## src/logic/otc_pkg.sv

```systemverilog
// shared constants of the oscillator trim calibrator
package otc_pkg;
  // register byte addresses
  localparam logic [7:0] OTC_ADDR_CTRL   = 8'h00;
  localparam logic [7:0] OTC_ADDR_STATUS = 8'h04;
  localparam logic [7:0] OTC_ADDR_TRIM   = 8'h08;
  localparam logic [7:0] OTC_ADDR_COUNT  = 8'h0c;
  localparam logic [7:0] OTC_ADDR_WIN    = 8'h10;
  // control fields
  localparam int OTC_CTRL_START_BIT  = 0;
  localparam int OTC_CTRL_ABORT_BIT  = 1;
  // status fields
  localparam int OTC_STAT_BUSY_BIT   = 0;
  localparam int OTC_STAT_DONE_BIT   = 1;
  localparam int OTC_STAT_LIMIT_BIT  = 2;
  localparam int OTC_STAT_REFSEL_BIT = 3;
  localparam int OTC_STAT_SW_BIT     = 4;
  // window field of the window register
  localparam int OTC_WIN_LO_BIT      = 0;
  localparam int OTC_WIN_HI_BIT      = 1;
  // reset values
  localparam logic [31:0] OTC_RST_WORD = 32'h0000_0000;
  // measurement sizes
  localparam int OTC_CAP_W   = 16;
  localparam int OTC_SUM_W   = 18;
  localparam int OTC_SUB_CAPTURES = 4;
  localparam logic [2:0] OTC_SUB_CAP_LAST = 3'h3;
  // acceptance windows, subsystem reference: sum of four intervals
  localparam logic [OTC_SUM_W-1:0] OTC_SUB_LO = 18'd3903;
  localparam logic [OTC_SUM_W-1:0] OTC_SUB_HI = 18'd3909;
  // acceptance windows, external reference: low width
  localparam logic [OTC_SUM_W-1:0] OTC_EXT_LO = 18'd62438;
  localparam logic [OTC_SUM_W-1:0] OTC_EXT_HI = 18'd62561;
  // event link routing of the external reference
  localparam int OTC_EVL_IN_SEL  = 0;
  localparam int OTC_EVL_OUT_SEL = 7;
  localparam int OTC_EVL_OUTS    = 8;
  // debounce interval on the subsystem clock
  localparam longint OTC_DEB_TIME_US = 10000;
  localparam longint OTC_SUB_HZ      = 32768;
  localparam int OTC_DEB_TICKS = int'((OTC_DEB_TIME_US * OTC_SUB_HZ + 64'd999999) / 64'd1000000);
  // clock output divider
  localparam int OTC_CLK_HZ     = 20000000;
  localparam int OTC_CLKOUT_DIV = 16;
  localparam int OTC_CLKOUT_HALF = OTC_CLKOUT_DIV / 2;
  // state machine
  typedef enum logic [2:0] {
    OTC_IDLE,
    OTC_ARM,
    OTC_MEAS,
    OTC_EVAL,
    OTC_DONE
  } otc_state_e;
endpackage : otc_pkg

```

## src/logic/otc_oscillator_trim_calibrator.sv

```systemverilog
// oscillator trim calibrator with wishbone register slave
//
// Contract
// - accept oscillator only within 0.1 percent
// - step trim when count leaves window
// - repeat until inside window, then hold; code also stops with the limit flag set once trim is at its end
// - select input picks subsystem or external
// - start on falling edge of switch
// - counter counts undivided fast oscillator
// - 16-bit captures triggered by reference
// - subsystem reference measured four times
// - external pin routed through event link
// - 10 ms debounce on start switch
// - clock output is main clock over 16
// - subsystem sum window 3903 to 3909
// - external low width window 62438 to 62561
// - slow steps trim up, fast down
// - external mode measures low-level width
`timescale 1ns/1ps
module otc_oscillator_trim_calibrator #(
  parameter int          TRIM_W     = 6,
  parameter int          TRIM_RESET = 32,
  parameter int          DEB_TICKS  = otc_pkg::OTC_DEB_TICKS
) (
  input  wire logic              clk_i,
  input  wire logic              rst_i,
  input  wire logic              wb_cyc_i,
  input  wire logic              wb_stb_i,
  input  wire logic              wb_we_i,
  input  wire logic [7:0]        wb_adr_i,
  input  wire logic [3:0]        wb_sel_i,
  input  wire logic [31:0]       wb_dat_i,
  output logic      [31:0]       wb_dat_o,
  output logic                   wb_ack_o,
  input  wire logic              fast_osc_count_clock_i,
  input  wire logic              subsystem_clock_i,
  input  wire logic              external_reference_pin_i,
  input  wire logic              ref_select_i,
  input  wire logic              start_switch_n_i,
  output logic      [TRIM_W-1:0] oscillator_trim_value_o,
  output logic                   clock_output_pin_o,
  output logic                   cal_busy_o,
  output logic                   cal_done_o
);
  import otc_pkg::*;

  localparam int DEB_W = $clog2(DEB_TICKS + 1);
  localparam logic [TRIM_W-1:0] TRIM_MAX = {TRIM_W{1'b1}};
  localparam logic [TRIM_W-1:0] TRIM_MIN = '0;
  localparam logic [TRIM_W-1:0] TRIM_RST = TRIM_W'(TRIM_RESET);
  localparam logic [DEB_W-1:0]  DEB_LAST = DEB_W'(DEB_TICKS - 1);

  initial begin
    if (TRIM_W < 2 || TRIM_W > 16) $error("TRIM_W out of range");
    if (TRIM_RESET < 0 || TRIM_RESET >= (1 << TRIM_W)) $error("TRIM_RESET out of range");
    if (DEB_TICKS < 1) $error("DEB_TICKS must be positive");
  end

  // register state
  otc_state_e              state, next_state;
  logic [TRIM_W-1:0]       trim, next_trim;
  logic [OTC_CAP_W-1:0]    cnt, next_cnt;
  logic [OTC_SUM_W-1:0]    sum, next_sum;
  logic [OTC_SUM_W-1:0]    last_count, next_last_count;
  logic [2:0]              cap_idx, next_cap_idx;
  logic                    mode_ext, next_mode_ext;
  logic                    done, next_done;
  logic                    limit, next_limit;
  logic                    win_lo, next_win_lo;
  logic                    win_hi, next_win_hi;
  logic                    sub_q, next_sub_q;
  logic                    evl_q, next_evl_q;
  logic                    sw_stable, next_sw_stable;
  logic [DEB_W-1:0]        deb_cnt, next_deb_cnt;
  logic [2:0]              div_cnt, next_div_cnt;
  logic                    clk_out, next_clk_out;
  logic                    ack, next_ack;
  logic [31:0]             rdata, next_rdata;

  // event link: input selector 0 feeds L1 in pass-through, output selector 7 to capture
  logic [OTC_EVL_OUTS-1:0] evl_out;
  logic                    evl_l1;
  logic                    capture_src;
  assign evl_l1 = (OTC_EVL_IN_SEL == 0) ? external_reference_pin_i : 1'b0;
  genvar gi;
  generate
    for (gi = 0; gi < OTC_EVL_OUTS; gi++) begin : g_evl
      assign evl_out[gi] = (gi == OTC_EVL_OUT_SEL) ? evl_l1 : 1'b0;
    end
  endgenerate
  assign capture_src = evl_out[OTC_EVL_OUT_SEL];

  // edge events
  logic sub_rise;
  logic evl_fall;
  logic evl_rise;
  logic sw_press;
  logic wb_req;
  logic wb_wr;
  logic sw_start;
  logic sw_abort;
  logic start_req;
  logic in_win;
  logic is_slow;
  logic [OTC_SUM_W-1:0] meas_val;
  logic [OTC_SUM_W-1:0] win_lo_v;
  logic [OTC_SUM_W-1:0] win_hi_v;

  assign sub_rise = subsystem_clock_i & ~sub_q;
  assign evl_fall = ~capture_src & evl_q;
  assign evl_rise = capture_src & ~evl_q;
  assign wb_req   = wb_cyc_i & wb_stb_i & ~ack;
  assign wb_wr    = wb_req & wb_we_i & wb_sel_i[0];
  assign sw_start = wb_wr && (wb_adr_i == OTC_ADDR_CTRL) && wb_dat_i[OTC_CTRL_START_BIT];
  assign sw_abort = wb_wr && (wb_adr_i == OTC_ADDR_CTRL) && wb_dat_i[OTC_CTRL_ABORT_BIT];

  always_comb begin
    next_sw_stable = sw_stable;
    next_deb_cnt   = deb_cnt;
    sw_press       = 1'b0;
    if (start_switch_n_i == sw_stable) begin
      next_deb_cnt = '0;
    end else if (sub_rise) begin
      if (deb_cnt == DEB_LAST) begin
        next_deb_cnt   = '0;
        next_sw_stable = start_switch_n_i;
        sw_press       = ~start_switch_n_i;
      end else begin
        next_deb_cnt = deb_cnt + 1'b1;
      end
    end
  end

  assign start_req = sw_press | sw_start;

  assign win_lo_v = mode_ext ? OTC_EXT_LO : OTC_SUB_LO;
  assign win_hi_v = mode_ext ? OTC_EXT_HI : OTC_SUB_HI;
  assign meas_val = sum;
  assign in_win   = (meas_val >= win_lo_v) && (meas_val <= win_hi_v);
  assign is_slow  = meas_val < win_lo_v;

  always_comb begin
    next_state      = state;
    next_trim       = trim;
    next_cnt        = cnt;
    next_sum        = sum;
    next_last_count = last_count;
    next_cap_idx    = cap_idx;
    next_mode_ext   = mode_ext;
    next_done       = done;
    next_limit      = limit;
    next_win_lo     = win_lo;
    next_win_hi     = win_hi;
    next_sub_q      = subsystem_clock_i;
    next_evl_q      = capture_src;
    // count on every fast oscillator cycle
    if (fast_osc_count_clock_i) begin
      next_cnt = cnt + 1'b1;
    end
    case (state)
      OTC_IDLE, OTC_DONE: begin
        if (start_req) begin
          next_mode_ext = ref_select_i;
          next_done     = 1'b0;
          next_limit    = 1'b0;
          next_state    = OTC_ARM;
        end
      end
      OTC_ARM: begin
        next_sum     = '0;
        next_cap_idx = '0;
        // external: width starts at falling edge
        if ((mode_ext && evl_fall) || (!mode_ext && sub_rise)) begin
          next_cnt   = OTC_CAP_W'(fast_osc_count_clock_i);
          next_state = OTC_MEAS;
        end
      end
      OTC_MEAS: begin
        if (mode_ext && evl_rise) begin
          next_sum   = OTC_SUM_W'(cnt);
          next_state = OTC_EVAL;
        end else if (!mode_ext && sub_rise) begin
          next_sum = sum + OTC_SUM_W'(cnt);
          // restart with this cycle's pulse so no fast cycle is lost at a capture
          next_cnt = OTC_CAP_W'(fast_osc_count_clock_i);
          if (cap_idx == OTC_SUB_CAP_LAST) begin
            next_state = OTC_EVAL;
          end else begin
            next_cap_idx = cap_idx + 1'b1;
          end
        end
      end
      OTC_EVAL: begin
        next_last_count = sum;
        next_win_lo     = is_slow;
        next_win_hi     = !in_win && !is_slow;
        if (in_win) begin
          next_done  = 1'b1;
          next_state = OTC_DONE;
        end else if (is_slow) begin
          if (trim == TRIM_MAX) begin
            next_limit = 1'b1;
            next_state = OTC_DONE;
          end else begin
            next_trim  = trim + 1'b1;
            next_state = OTC_ARM;
          end
        end else begin
          if (trim == TRIM_MIN) begin
            next_limit = 1'b1;
            next_state = OTC_DONE;
          end else begin
            next_trim  = trim - 1'b1;
            next_state = OTC_ARM;
          end
        end
      end
      default: begin
        next_state = OTC_IDLE;
      end
    endcase
    if (sw_abort && state != OTC_IDLE && state != OTC_DONE) begin
      next_state = OTC_IDLE;
    end
    // software may preload the trim only while idle or done
    if (wb_wr && wb_adr_i == OTC_ADDR_TRIM && (state == OTC_IDLE || state == OTC_DONE) && !start_req) begin
      next_trim = wb_dat_i[TRIM_W-1:0];
    end
  end

  always_comb begin
    next_div_cnt = div_cnt + 1'b1;
    next_clk_out = clk_out;
    if (div_cnt == 3'(OTC_CLKOUT_HALF - 1)) begin
      next_div_cnt = '0;
      next_clk_out = ~clk_out;
    end
  end

  // wishbone classic slave, one wait state, unmapped reads zero
  always_comb begin
    next_ack   = wb_req;
    next_rdata = rdata;
    if (wb_req) begin
      next_rdata = OTC_RST_WORD;
      case (wb_adr_i)
        OTC_ADDR_CTRL: begin
          next_rdata = OTC_RST_WORD;
        end
        OTC_ADDR_STATUS: begin
          next_rdata[OTC_STAT_BUSY_BIT]   = (state != OTC_IDLE) && (state != OTC_DONE);
          next_rdata[OTC_STAT_DONE_BIT]   = done;
          next_rdata[OTC_STAT_LIMIT_BIT]  = limit;
          next_rdata[OTC_STAT_REFSEL_BIT] = mode_ext;
          next_rdata[OTC_STAT_SW_BIT]     = sw_stable;
        end
        OTC_ADDR_TRIM: begin
          next_rdata[TRIM_W-1:0] = trim;
        end
        OTC_ADDR_COUNT: begin
          next_rdata[OTC_SUM_W-1:0] = last_count;
        end
        OTC_ADDR_WIN: begin
          next_rdata[OTC_WIN_LO_BIT] = win_lo;
          next_rdata[OTC_WIN_HI_BIT] = win_hi;
        end
        default: begin
          next_rdata = OTC_RST_WORD;
        end
      endcase
    end
  end

  always_ff @(posedge clk_i) begin
    if (rst_i) begin
      state      <= OTC_IDLE;
      trim       <= TRIM_RST;
      cnt        <= '0;
      sum        <= '0;
      last_count <= '0;
      cap_idx    <= '0;
      mode_ext   <= 1'b0;
      done       <= 1'b0;
      limit      <= 1'b0;
      win_lo     <= 1'b0;
      win_hi     <= 1'b0;
      sub_q      <= 1'b0;
      evl_q      <= 1'b0;
      sw_stable  <= 1'b1;
      deb_cnt    <= '0;
      div_cnt    <= '0;
      clk_out    <= 1'b0;
      ack        <= 1'b0;
      rdata      <= OTC_RST_WORD;
    end else begin
      state      <= next_state;
      trim       <= next_trim;
      cnt        <= next_cnt;
      sum        <= next_sum;
      last_count <= next_last_count;
      cap_idx    <= next_cap_idx;
      mode_ext   <= next_mode_ext;
      done       <= next_done;
      limit      <= next_limit;
      win_lo     <= next_win_lo;
      win_hi     <= next_win_hi;
      sub_q      <= next_sub_q;
      evl_q      <= next_evl_q;
      sw_stable  <= next_sw_stable;
      deb_cnt    <= next_deb_cnt;
      div_cnt    <= next_div_cnt;
      clk_out    <= next_clk_out;
      ack        <= next_ack;
      rdata      <= next_rdata;
    end
  end

  // busy and done outputs registered alongside state
  logic busy_q;
  logic next_busy;
  assign next_busy = (next_state != OTC_IDLE) && (next_state != OTC_DONE);
  always_ff @(posedge clk_i) begin
    if (rst_i) begin
      busy_q <= 1'b0;
    end else begin
      busy_q <= next_busy;
    end
  end

  assign oscillator_trim_value_o = trim;
  assign clock_output_pin_o      = clk_out;
  assign cal_busy_o              = busy_q;
  assign cal_done_o              = done;
  assign wb_ack_o                = ack;
  assign wb_dat_o                = rdata;

endmodule : otc_oscillator_trim_calibrator

```

## config.mk

```make
export PLATFORM = sky130hd
export DESIGN_NAME = otc_oscillator_trim_calibrator
export DESIGN_NICKNAME = d
export VERILOG_FILES = /design/src/logic/otc_pkg.sv /design/src/logic/otc_oscillator_trim_calibrator.sv
export SDC_FILE = /design/constraint.sdc
export NUM_CORES = 1
export LEC_CHECK = 0
export BUFFER_PORTS_ARGS = -buffer_cell sky130_fd_sc_hd__buf_2
export CORE_AREA = 2 2 116 96
export CTS_CLUSTER_DIAMETER = 30
export DETAILED_ROUTE_END_ITERATION = 12
export DIE_AREA = 0 0 118 98
export HOLD_SLACK_MARGIN = 0.08
export PLACE_DENSITY = 0.79
export SYNTH_ARGS = -nofsm -noshare
export SYNTH_HDL_FRONTEND = slang
export SYNTH_SLANG_ARGS = --single-unit
```

## constraint.sdc

```tcl
create_clock -name clk_i -period 4.4 [get_ports clk_i]
set_input_delay 0.66 -clock clk_i [delete_from_list [all_inputs] [get_ports clk_i]]
set_output_delay 0.66 -clock clk_i [all_outputs]
set_load 0.005 [all_outputs]
```

==> results of run 1 <==
-- layer usage --
layer	routed length, µm	vias to the layer above	share of wire
li1	-	2566	-
met1	6350	2479	0.45
met4	242	0	0.017
met5	0	-	0
met2	6530	191	0.47
met3	835	25	0.060
-- report_power, final --
group          leakage (nW)  switching (mW)  total [mW]  internal (mW)
Clock                 0.149           0.405       0.811          0.406
Combinational          1.61          0.0440      0.0666         0.0226
Sequential            0.847         0.00718       0.963          0.956
-- cell usage in the layout (no fill, tap or decap), types with 6 or more instances in the layout --
cell type / n
sky130_fd_sc_hd__mux2i_1: 13
sky130_fd_sc_hd__a211oi_1: 7
sky130_fd_sc_hd__or3_1: 6
sky130_fd_sc_hd__ha_1: 41
sky130_fd_sc_hd__o21ai_0: 15
sky130_fd_sc_hd__nor2_1: 85
sky130_fd_sc_hd__nor3_1: 12
sky130_fd_sc_hd__nor2b_1: 6
sky130_fd_sc_hd__buf_2: 52
sky130_fd_sc_hd__xor2_1: 23
sky130_fd_sc_hd__nand2_1: 93
sky130_fd_sc_hd__clkbuf_16: 9
sky130_fd_sc_hd__xnor2_1: 18
sky130_fd_sc_hd__a21o_1: 8
sky130_fd_sc_hd__a21oi_1: 76
sky130_fd_sc_hd__a22oi_1: 17
sky130_fd_sc_hd__inv_1: 12
sky130_fd_sc_hd__dfxtp_1: 105
sky130_fd_sc_hd__a31oi_1: 10
sky130_fd_sc_hd__nand4_1: 9
sky130_fd_sc_hd__nand3_1: 22
sky130_fd_sc_hd__conb_1: 14
sky130_fd_sc_hd__and3_1: 7
-- sequential cells by signal (all words and copies together) (netlist names), 6 cells and up --
| register | cells |
|---|---|
| last_count | 18 |
| meas_val | 18 |
| wb_dat_o | 18 |
| cnt | 16 |
| deb_cnt | 9 |
| oscillator_trim_value_o | 6 |
-- cell families (layout without fill, tap and decap cells) --
family / count (synthesis) / after routing / share of synthesized area
muxes: 14 / 14 / 0.0249
xor gates and xnor gates: 41 / 41 / 0.0621
adders and majority gates: 43 / 43 / 0.0957
buffers and inverters: 53 / 83 / 0.0439
AOI/OAI and AO/OA: 172 / 172 / 0.183
DFF: 105 / 105 / 0.364
and+or+nand+nor: 276 / 276 / 0.226
other: 1 / 14 / 0.000649
-- Yosys cell counts, types with 3 or more instances --
library cell / n / area share
sky130_fd_sc_hd__nand3b_1: 3 / 0.0039
sky130_fd_sc_hd__or3_1: 6 / 0.0065
sky130_fd_sc_hd__nor2_1: 85 / 0.055
sky130_fd_sc_hd__and3_1: 7 / 0.0076
sky130_fd_sc_hd__dfxtp_1: 105 / 0.36
sky130_fd_sc_hd__and2_1: 3 / 0.0032
sky130_fd_sc_hd__a21o_1: 8 / 0.010
sky130_fd_sc_hd__nand2_1: 93 / 0.060
sky130_fd_sc_hd__o21bai_1: 5 / 0.0065
sky130_fd_sc_hd__o21ai_0: 15 / 0.013
sky130_fd_sc_hd__or2_2: 3 / 0.0032
sky130_fd_sc_hd__a32oi_1: 3 / 0.0045
sky130_fd_sc_hd__inv_1: 12 / 0.0078
sky130_fd_sc_hd__a31oi_1: 10 / 0.011
sky130_fd_sc_hd__a22oi_1: 17 / 0.022
sky130_fd_sc_hd__o21ai_1: 5 / 0.0043
sky130_fd_sc_hd__clkbuf_1: 24 / 0.016
sky130_fd_sc_hd__o22ai_1: 5 / 0.0054
sky130_fd_sc_hd__a21oi_1: 76 / 0.066
sky130_fd_sc_hd__a211oi_1: 7 / 0.0091
sky130_fd_sc_hd__o31ai_1: 3 / 0.0039
sky130_fd_sc_hd__nor3b_1: 3 / 0.0039
sky130_fd_sc_hd__ha_1: 41 / 0.089
sky130_fd_sc_hd__mux2i_1: 13 / 0.023
sky130_fd_sc_hd__xnor2_1: 18 / 0.027
sky130_fd_sc_hd__xor2_1: 23 / 0.035
sky130_fd_sc_hd__nand3_1: 22 / 0.019
sky130_fd_sc_hd__nor4_1: 4 / 0.0043
sky130_fd_sc_hd__nand2b_1: 5 / 0.0054
sky130_fd_sc_hd__nor3_1: 12 / 0.010
sky130_fd_sc_hd__nand4_1: 9 / 0.0097
sky130_fd_sc_hd__nor2b_1: 6 / 0.0065
sky130_fd_sc_hd__buf_4: 14 / 0.018
-- path summary, 6_finish.rpt --
kind / to / slack (ns) / cells after the start
max reg2reg: oscillator_trim_value_o[5] / 0.57 / 15
min reg2reg: div_cnt[0] / 0.44 / 1
min: div_cnt[0] / 0.44 / 1
max: oscillator_trim_value_o[5] / 0.57 / 15
-- area by class of cell --
cell class / count / area share
Timing Repair Buffer: 55 / 0.0443
Inverter: 12 / 0.00705
Clock buffer: 9 / 0.0353
Clock inverter: 7 / 0.0120
Multi-Input combinational cell: 560 / 0.544
Sequential cell: 105 / 0.329
Tap cell: 144 / 0.0282
-- worst max-delay path, cell delays in order (launching register included) --
cell                        delay [ns]
sky130_fd_sc_hd__dfxtp_1          0.58
sky130_fd_sc_hd__inv_1            0.34
sky130_fd_sc_hd__ha_1             0.42
sky130_fd_sc_hd__nand3_1          0.09
sky130_fd_sc_hd__nor4_2           0.44
sky130_fd_sc_hd__a21oi_2          0.12
sky130_fd_sc_hd__inv_1            0.25
sky130_fd_sc_hd__ha_1             0.29
sky130_fd_sc_hd__a21o_1           0.17
sky130_fd_sc_hd__a21oi_1          0.20
sky130_fd_sc_hd__o21bai_1         0.09
sky130_fd_sc_hd__a21oi_1          0.18
sky130_fd_sc_hd__xnor2_1          0.09
sky130_fd_sc_hd__nor4_2           0.16
sky130_fd_sc_hd__xor2_1           0.18
sky130_fd_sc_hd__a2bb2oi_1        0.15
==> qor.tcl, run 1 <==
set qor(yosysUniqueCellTypes) 65
set qor(use_met2) 0.413
set qor(worstSetupStartpoint) {mode_ext}
set qor(maxSlewHeadroom) 0.356
set qor(synth_seq_cells) 105
set qor(slew_viol_final) 0
set qor(endpoint_kind) {flip-flop}
set qor(dp_hpwl_um) 10300
set qor(start_kind) {flip-flop}
set qor(gpl.final_weighted_congestion) 0.891
set qor(cp.required_ns) 4.69
set qor(final_antenna_net_count) 0
set qor(clk_root_buffer_cell) {sky130_fd_sc_hd__clkbuf_16}
set qor(placement.io_buffers) 52
set qor(totalNegativeSetupSlack_ns) 0
set qor(setup_violations) 0
set qor(die_y_um) 98
set qor(register_area_share_after_synthesis) 0.364
set qor(finalPower_mw) 1.84
set qor(initial_standard_cell_utilization_of_the_core) 0.550
set qor(max-vdd-ir-drop_mv) 0.188
set qor(placeableCoreArea_um2) 10500
set qor(worst_case_clock_skew_ns) 0.00811
set qor(multi_input_comb_area_um2) 3470
set qor(postLayoutSetupSlackWorst_ns) 0.572
set qor(final-seq-area_um2) 2100
set qor(path_clk_slew_ns) 0.08
set qor(critPathKind) {reg -> reg}
set qor(final.hold.worst_slack_ns) 0.441
set qor(worstHoldStart) {div_cnt[0]}
set qor(finalWirelength_um) 14000
set qor(grt_antenna_before_repair) 0
set qor(chipWidth_um) 118
set qor(global_route.overflow_total) 0
set qor(placement.setup.worst_slack_ns) 0.598
set qor(floorplan.die_area_um2) 11600
set qor(cts.path.max_buffers) 2
set qor(maxCapViolations) 0
set qor(run_status) {complete, no violations}
set qor(maximum_number_of_pins_on_one_net_before_global_route_repair) 77
set qor(share_of_layout_cells_above_drive_strength_1) 0.111
set qor(tritoncts_clock_tree) {done}
set qor(cts_buffers) 9
set qor(detail_routed_net_length_per_standard_cell_um) 15.7
set qor(finalCritPeriodShare) 0.870
set qor(area.growth.synth_to_final_pct) 10.5
set qor(grt.met3_usage) 0.0508
set qor(clock_insertion_delay_worst_skew_ns) 0.35
set qor(gr-usage-met1) 0.321
set qor(detail_route.vias_per_cell) 5.90
set qor(first_global_vias) 4936
set qor(fill_cells) 948
set qor(timing_hold_violations_final) 0
set qor(detail_route.drc_violations) 0
set qor(critPathArrivalTime_ns) 4.12
set qor(average_footprint_of_a_synthesized_cell_um2) 8.20
set qor(cts_hold_buffers) 0
set qor(postSynthCellCount) 705
set qor(post_synth_instance_area_um2) 5780
set qor(via_count_of_the_routed_design) 5261
set qor(period_minus_slack_ns) 3.83
set qor(detailed_place.area_um2) 6080
set qor(worstReg2RegStart) {mode_ext}
set qor(postCtsSetupBuffers) 0
set qor(postCtsResizedCells) 0
set qor(ctsHtreeMaxLevel) 3
set qor(globalRouteTotalUtil) 0.246
set qor(antenna_cells_inserted) 0
set qor(final_non_filler_cell_area_um2) 6380
set qor(grt_first_pass_wirelength_um) 23500
set qor(top_usage_layer) {met2}
set qor(leakagePower_nw) 2.61
set qor(std_cell_rows) 34
set qor(synth-warning-count) 0
set qor(postLayoutCoreUtil) 0.608
set qor(synth_async_sr_flop_share) 0
set qor(grt_setup_unrepaired) {false}
set qor(pin_count) 96
set qor(layout.nets) 840
set qor(drt-pass1-iter-count) 5
set qor(synth_enable_flop_cells) 0
set qor(synth_top_flop_cell) {sky130_fd_sc_hd__dfxtp_1}
set qor(worst_hold_check_path_type) {reg -> reg}
set qor(numPlacedInstances) 876
set qor(power_per_cell_area_nw_per_um2) 288
set qor(tritoncts_num_sinks) 105
set qor(tightestPinTransition_ns) 0.963
set qor(critical_path.max_fanout) 12
set qor(drt_iter0_markers) 312
set qor(peak_freq_mhz) 261
set qor(final-instance-count-excl-fill) 892
No activity file was read; power rests on OpenSTA's default activity.
==> run 2: changes to the inputs <==
- ABC_AREA: not set -> 1
- CORE_AREA: 2 2 116 96 -> 2 2 121 100
- DIE_AREA: 0 0 118 98 -> 0 0 123 102
- PLACE_DENSITY: 0.79 -> 0.8
- SLEW_MARGIN: not set -> 20
==> qor.tcl, run 2 <==
set qor(clock_insertion_delay_worst_skew_ns) 0.36 ;# about the same
set qor(cp_num_buf_inv) 1 ;# -1
set qor(antenna_cells_inserted) 0 ;# unchanged
set qor(layout_common_cells) {206 x sky130_fd_sc_hd__nand2_1, 109 x sky130_fd_sc_hd__nor2_1, 105 x sky130_fd_sc_hd__dfxtp_1, 101 x sky130_fd_sc_hd__inv_1, 87 x sky130_fd_sc_hd__a21oi_1}
set qor(detail_route.vias_per_cell) 5.31 ;# -9.9%
set qor(finalPower_mw) 1.88 ;# +2.0%
set qor(synth-warning-count) 0 ;# unchanged
set qor(globalRouteTotalUtil) 0.253 ;# +0.00682
set qor(tritoncts_clock_tree) {done}
set qor(endpoint_kind) {flip-flop}
set qor(synth_top_flop_cell) {sky130_fd_sc_hd__dfxtp_1}
set qor(path_clk_slew_ns) 0.08 ;# about the same
set qor(cpMostUsedCell) {sky130_fd_sc_hd__a21oi_1}
set qor(final_common_cell) {sky130_fd_sc_hd__nand2_1}
set qor(die_y_um) 102 ;# +4.1%
set qor(power.share.clock) 0.438 ;# -0.003
set qor(chipWidth_um) 123 ;# +4.2%
set qor(layout.nets) 1078 ;# +28%
set qor(cell_with_the_most_instances_after_synthesis) {sky130_fd_sc_hd__nand2_1}
set qor(critical_path.max_fanout) 11 ;# -1
set qor(period_minus_slack_ns) 3.52 ;# -0.303 ns
set qor(yosysUniqueCellTypes) 49 ;# -25%
set qor(postSynthCellCount) 940 ;# +33%
set qor(cp_cell_sequence) {inv_1 > ha_1 > a21oi_1 > nand2_1 > a21oi_4 > nand3_4 > ha_1 > a21oi_1 > nand2_1 > or2_2 > nand3_1 > o21ai_0 > a21oi_1 > nor2_1}
set qor(detail_routed_net_length_per_standard_cell_um) 13.4 ;# -14%
set qor(grt_antenna_before_repair) 0 ;# unchanged
set qor(critPathArrivalTime_ns) 3.77 ;# -0.35 ns
set qor(finalCritPeriodShare) 0.801 ;# -0.0689
set qor(cp.required_ns) 4.65 ;# -0.04 ns
set qor(maxCapViolations) 0 ;# unchanged
set qor(setup_violations) 0 ;# unchanged
set qor(worst_case_clock_skew_ns) 0.0115 ;# +0.00344 ns
set qor(family_with_the_most_delay_on_the_worst_path) {compound AO/OA/AOI/OAI gates}
set qor(pin_count) 96 ;# unchanged
set qor(timing.critical_path.slowest_cell_delay_ns) 0.61 ;# +0.03 ns
set qor(postCtsSetupBuffers) 0 ;# unchanged
set qor(via_count_of_the_routed_design) 6024 ;# +15%
set qor(power_switching_uw) 477 ;# +4.8%
set qor(drt_iter0_markers) 328 ;# +5.1%
set qor(finalWirelength_um) 15200 ;# +9.1%
set qor(numPlacedInstances) 1118 ;# +28%
set qor(ctsHtreeMaxLevel) 3 ;# unchanged
set qor(synth_enable_flop_cells) 0 ;# unchanged
set qor(power_per_cell_area_nw_per_um2) 266 ;# -7.6%
set qor(timing_hold_violations_final) 0 ;# unchanged
set qor(cts_hold_buffers) 0 ;# unchanged
set qor(post_synth_most_frequent_cells) {206 x sky130_fd_sc_hd__nand2_1, 109 x sky130_fd_sc_hd__nor2_1, 105 x sky130_fd_sc_hd__dfxtp_1}
set qor(average_footprint_of_a_synthesized_cell_um2) 6.86 ;# -16%
set qor(worst_hold_check_path_type) {reg -> reg}
set qor(p_int_mw) 1.40 ;# +1.1%
set qor(totalNegativeSetupSlack_ns) 0 ;# unchanged
set qor(final-instance-count-excl-fill) 1134 ;# +27%
set qor(postCtsResizedCells) 0 ;# unchanged
set qor(tritoncts_num_sinks) 105 ;# unchanged
set qor(drt-pass1-iter-count) 4 ;# -1
set qor(power_frac_comb) 0.045 ;# +0.009
set qor(yosys.area.top_type) {sky130_fd_sc_hd__dfxtp_1}
set qor(final.hold.worst_slack_ns) 0.424 ;# -0.0173 ns
set qor(share_of_layout_cells_above_drive_strength_1) 0.109 ;# -0.00244
set qor(tightestPinTransition_ns) 0.790 ;# -0.173 ns
set qor(synth_top_cell_area_share) 0.326 ;# -0.0376
set qor(synth_seq_cells) 105 ;# unchanged
set qor(std_cell_rows) 35 ;# +2.9%
set qor(placeableCoreArea_um2) 11300 ;# +7.5%
set qor(peak_freq_mhz) 284 ;# +8.6%
set qor(first_global_vias) 5573 ;# +13%
set qor(register_area_share_after_synthesis) 0.326 ;# -0.0376
set qor(final_antenna_net_count) 0 ;# unchanged
set qor(power.share.switching) 0.254 ;# +0.00661
set qor(detail_route.drc_violations) 0 ;# unchanged
set qor(max-vdd-ir-drop_mv) 0.234 ;# +24%
set qor(synth_async_sr_flop_share) 0 ;# unchanged
set qor(maximum_number_of_pins_on_one_net_before_global_route_repair) 40 ;# -48%
set qor(run_status) {complete, no violations}
set qor(initial_standard_cell_utilization_of_the_core) 0.571 ;# +0.0205
set qor(start_kind) {flip-flop}
set qor(cts_buffers) 9 ;# unchanged
set qor(grt_setup_unrepaired) {false}
set qor(leakagePower_nw) 3.43 ;# +32%
set qor(placement.io_buffers) 52 ;# unchanged
set qor(critPathKind) {reg -> reg}
set qor(synth_top_cells_by_area) {sky130_fd_sc_hd__dfxtp_1 33%, sky130_fd_sc_hd__nand2_1 12%, sky130_fd_sc_hd__ha_1 8.0%}
set qor(clk_root_buffer_cell) {sky130_fd_sc_hd__clkbuf_16}
set qor(crit_slowest_cell) {sky130_fd_sc_hd__dfxtp_1}
set qor(dp_hpwl_um) 11200 ;# +8.9%
set qor(seq_power_share) 0.517 ;# -0.006
set qor(area.growth.synth_to_final_pct) 9.35
set qor(gpl.final_weighted_congestion) 0.950 ;# +6.5%
set qor(grt_first_pass_wirelength_um) 25800 ;# +10%
set qor(maxSlewHeadroom) 0.472 ;# +0.116
set qor(final_non_filler_cell_area_um2) 7050 ;# +10%
set qor(slew_viol_final) 0 ;# unchanged
set qor(detailed_place.area_um2) 6740 ;# +11%
set qor(post_synth_instance_area_um2) 6450 ;# +12%
set qor(cts.path.max_buffers) 2 ;# unchanged
set qor(global_route.overflow_total) 0 ;# unchanged
set qor(floorplan.die_area_um2) 12500 ;# +8.5%
run 2: cell count changes after synthesis, moves of 17 or more:
| cell | change |
|---|---|
| sky130_fd_sc_hd__inv_1 | +89 |
| sky130_fd_sc_hd__o21ai_0 | +44 |
| sky130_fd_sc_hd__nand2_1 | +113 |
| sky130_fd_sc_hd__a22oi_1 | -17 |
| sky130_fd_sc_hd__nor2_1 | +24 |
| sky130_fd_sc_hd__nand3_1 | +44 |
run 2: path summary, 6_finish.rpt:
path	from	end	slack (ns)	depth (start not counted)
worst max-delay path	mode_ext	oscillator_trim_value_o[3]	0.88	14
worst min-delay path	div_cnt[0]	div_cnt[0]	0.42	1
worst max register to register	mode_ext	oscillator_trim_value_o[3]	0.88	14
worst min register to register	div_cnt[0]	div_cnt[0]	0.42	1
run 2: cell families (layout without fill, tap and decap cells):
| family | count (synthesis) | count (layout) | synth area share |
|---|---|---|---|
| flops | 105 | 105 | 0.326 |
| compound gates | 177 | 177 | 0.152 |
| fa+ha+maj | 43 | 43 | 0.0858 |
| buf+inv | 143 | 176 | 0.0953 |
| other cells | 1 | 14 | 0.000582 |
| simple gates | 453 | 453 | 0.316 |
| xor+xnor | 18 | 18 | 0.0245 |
run 2: per-layer routing:
metal	GRT usage	up-vias	wire length, µm
met1	0.356	2700	7640
met5	0	-	0
met4	0.0542	0	180
li1	-	3157	-
met3	0.0497	17	686
met2	0.405	150	6720
run 2: layout make-up:
| cell class | count | area [µm²] |
|---|---|---|
| Clock buffer | 9 | 225 |
| Clock inverter | 7 | 81.3 |
| Fill cell | 1076 | 4250 |
| Inverter | 105 | 394 |
| Multi-Input combinational cell | 705 | 3780 |
| Sequential cell | 105 | 2100 |
| Tap cell | 148 | 185 |
| Timing Repair Buffer | 55 | 283 |
run 2: power by group through the flow:
stage | Clock [mW] | Combinational, mW | Sequential, mW
after floorplan | 0 | 0.0597 | 0.993
after global placement | 0 | 0.0812 | 0.993
after detailed placement | 0 | 0.0836 | 0.994
after CTS | 0.826 | 0.0841 | 0.971
after global routing | 0.870 | 0.0956 | 0.973
final | 0.823 | 0.0839 | 0.971
run 2: through the flow:
| stage | utilization | setup WS (ns) |
|---|---|---|
| after floorplan | - | 1.55 |
| after global placement | 0.597 | 1.03 |
| after detailed placement | 0.597 | 0.939 |
| after CTS | 0.624 | 0.916 |
| after global routing | 0.624 | 0.648 |
| final | 0.624 | 0.876 |
==> run 3: changes to the inputs <==
- CORE_AREA: 2 2 121 100 -> 2 2 128 105
- DIE_AREA: 0 0 123 102 -> 0 0 130 107
- PLACE_DENSITY: 0.8 -> 0.76
- clock period: 4.4 -> 3.2 ns (I/O delays scaled with it)
==> qor.tcl, run 3 (synthesis results as in run 2) <==
set qor(ctsHtreeMaxLevel) 3 ;# unchanged
set qor(totalNegativeSetupSlack_ns) 0 ;# unchanged
set qor(chipWidth_um) 130 ;# +5.7%
set qor(postLayoutSetupSlackWorst_ns) 0.293 ;# -0.583 ns
set qor(worstReg2RegStart) {mode_ext}
set qor(setup_violations) 0 ;# unchanged
set qor(clk_root_buffer_cell) {sky130_fd_sc_hd__clkbuf_16}
set qor(drt-pass1-iter-count) 5 ;# +1
set qor(final_common_cell) {sky130_fd_sc_hd__nand2_1}
set qor(r2r_end) {oscillator_trim_value_o[3]}
set qor(detail_route.drc_violations) 0 ;# unchanged
set qor(tritoncts_clock_tree) {done}
set qor(start_kind) {flip-flop}
set qor(power.share.switching) 0.237 ;# -0.0175
set qor(placeableCoreArea_um2) 12600 ;# +12%
set qor(tightestPinTransition_ns) 0.779 ;# -0.0115 ns
set qor(floorplan.die_area_um2) 13900 ;# +11%
set qor(maxSlewHeadroom) 0.479 ;# +0.00767
set qor(power_switching_uw) 615 ;# +29%
set qor(cp.required_ns) 3.44 ;# -1.21 ns
set qor(power.share.clock) 0.441 ;# +0.003
set qor(leakagePower_nw) 3.49 ;# +1.7%
set qor(globalRouteTotalUtil) 0.227 ;# -0.0261
set qor(detail_route.vias_per_cell) 5.14 ;# -3.2%
set qor(layout.nets) 1090 ;# +1.1%
set qor(first_global_vias) 5364 ;# -3.8%
set qor(worst_hold_check_path_type) {in -> reg}
set qor(std_cell_rows) 37 ;# +5.7%
set qor(slew_viol_final) 0 ;# unchanged
set qor(die_y_um) 107 ;# +4.9%
set qor(initial_standard_cell_utilization_of_the_core) 0.510 ;# -0.0605
set qor(worstHoldStart) {subsystem_clock_i}
set qor(global_route.overflow_total) 0 ;# unchanged
set qor(timing_hold_violations_final) 0 ;# unchanged
set qor(cp-endpoint) {oscillator_trim_value_o[3]}
set qor(final.hold.worst_slack_ns) 0.359 ;# -0.0644 ns
set qor(detail_routed_net_length_per_standard_cell_um) 13.0 ;# -3.5%
set qor(dp_hpwl_um) 11400 ;# +1.8%
set qor(share_of_layout_cells_above_drive_strength_1) 0.119 ;# +0.0107
set qor(detailed_place.area_um2) 6830 ;# +1.3%
set qor(layout_common_cells) {206 x sky130_fd_sc_hd__nand2_1, 109 x sky130_fd_sc_hd__nor2_1, 105 x sky130_fd_sc_hd__dfxtp_1, 101 x sky130_fd_sc_hd__inv_1, 86 x sky130_fd_sc_hd__a21oi_1}
set qor(peak_freq_mhz) 344 ;# +21%
set qor(antenna_cells_inserted) 0 ;# unchanged
set qor(cts.path.max_buffers) 2 ;# unchanged
set qor(final_antenna_net_count) 0 ;# unchanged
set qor(seq_power_share) 0.514 ;# -0.003
set qor(grt_first_pass_wirelength_um) 25500 ;# -1.2%
set qor(drt_iter0_markers) 326 ;# -0.61%
set qor(critPathKind) {reg -> reg}
set qor(finalCritPeriodShare) 0.908 ;# +0.107
set qor(clock_insertion_delay_worst_skew_ns) 0.35 ;# about the same
set qor(grt_setup_unrepaired) {false}
set qor(period_minus_slack_ns) 2.91 ;# -0.617 ns
set qor(critical_path.max_fanout) 8 ;# -3
set qor(tritoncts_num_sinks) 105 ;# unchanged
set qor(cts_hold_buffers) 0 ;# unchanged
set qor(reg2reg_slack_ns) 0.29 ;# -0.58 ns
set qor(power_per_cell_area_nw_per_um2) 362 ;# +36%
set qor(via_count_of_the_routed_design) 6034 ;# +0.17%
set qor(gpl.final_weighted_congestion) 0.923 ;# -2.8%
set qor(power_frac_comb) 0.045 ;# about the same
set qor(pin_count) 96 ;# unchanged
set qor(max-vdd-ir-drop_mv) 0.304 ;# +30%
set qor(worst_case_clock_skew_ns) 0.0101 ;# -0.00148 ns
set qor(ff2ff_path_depth) 16 ;# +2
set qor(area.growth.synth_to_final_pct) 11.3
set qor(postLayoutCoreUtil) 0.568 ;# -0.0565
set qor(finalWirelength_um) 15200 ;# -0.16%
set qor(placement.io_buffers) 52 ;# unchanged
set qor(critPathArrivalTime_ns) 3.15 ;# -0.62 ns
set qor(maximum_number_of_pins_on_one_net_before_global_route_repair) 34 ;# -15%
set qor(placement.setup.worst_slack_ns) 0.272 ;# -0.666 ns
set qor(maxCapViolations) 0 ;# unchanged
set qor(endpoint_kind) {flip-flop}
set qor(path_clk_slew_ns) 0.07 ;# about the same
set qor(run_status) {complete, no violations}
set qor(final_non_filler_cell_area_um2) 7170 ;# +1.7%
set qor(cts_buffers) 9 ;# unchanged
set qor(grt_antenna_before_repair) 0 ;# unchanged
set qor(worstSetupStartpoint) {mode_ext}
set qor(p_int_mw) 1.98 ;# +42%
## run 3: power by group through the flow
| stage | clock [mW] | combinational, mW | sequential (mW) |
|---|---|---|---|
| 2_1_floorplan | 0 | 0.0821 | 1.37 |
| 3_3_place_gp | 0 | 0.114 | 1.37 |
| 3_5_place_dp | 0 | 0.116 | 1.37 |
| 4_1_cts | 1.16 | 0.117 | 1.34 |
| 5_1_grt | 1.22 | 0.134 | 1.34 |
| 6_report | 1.15 | 0.116 | 1.34 |
## run 3: worst min-delay path by stage
| stage | to | cells past startpoint |
|---|---|---|
| final | sub_q | 3 |
| after global routing | evl_q | 3 |
| after CTS | sub_q | 3 |
| after detailed placement | div_cnt[0] | 1 |
| after global placement | div_cnt[0] | 1 |
| after floorplan | div_cnt[0] | 1 |
## run 3: cell type report
type | count | area [µm²]
Clock buffer | 10 | 229
Timing Repair Buffer | 67 | 373
Tap cell | 175 | 219
Clock inverter | 6 | 72.6
Sequential cell | 105 | 2100
Multi-Input combinational cell | 705 | 3780
Inverter | 105 | 394
Fill cell | 1251 | 5470
## run 3: what timing repair did
| action | 4_1_cts | 5_1_grt |
|---|---|---|
| setup endpoints to repair | 0 | 2 |
| resized for setup | 0 | 1 |
| setup buffers | 0 | 5 |
## run 3: worst max-delay path, stage by stage (launching register included)
cell	delay (ns)
sky130_fd_sc_hd__dfxtp_1	0.31
sky130_fd_sc_hd__inv_1	0.23
sky130_fd_sc_hd__ha_1	0.32
sky130_fd_sc_hd__nand2_1	0.10
sky130_fd_sc_hd__inv_1	0.05
sky130_fd_sc_hd__nand2_1	0.06
sky130_fd_sc_hd__nand2_1	0.08
sky130_fd_sc_hd__a21oi_4	0.23
sky130_fd_sc_hd__nand3_4	0.16
sky130_fd_sc_hd__ha_1	0.36
sky130_fd_sc_hd__a21oi_1	0.15
sky130_fd_sc_hd__nand2_1	0.07
sky130_fd_sc_hd__or2_2	0.27
sky130_fd_sc_hd__nand3_1	0.08
sky130_fd_sc_hd__o21ai_0	0.11
sky130_fd_sc_hd__a21oi_1	0.15
sky130_fd_sc_hd__nor2_1	0.05
## run 3: routing by layer
layer,GRT usage,share of wire,wire length [µm]
met1,0.328,0.51,7790
met2,0.351,0.44,6620
met3,0.0444,0.043,648
met4,0.0492,0.0093,141
met5,0,0,0
## run 3: metrics by stage
step / std cells / power (mW)
floorplan: 953 / 1.45
global placement: 1152 / 1.48
detailed placement: 1152 / 1.48
CTS: 1168 / 2.62
global route: 1173 / 2.69
finish: 1173 / 2.60
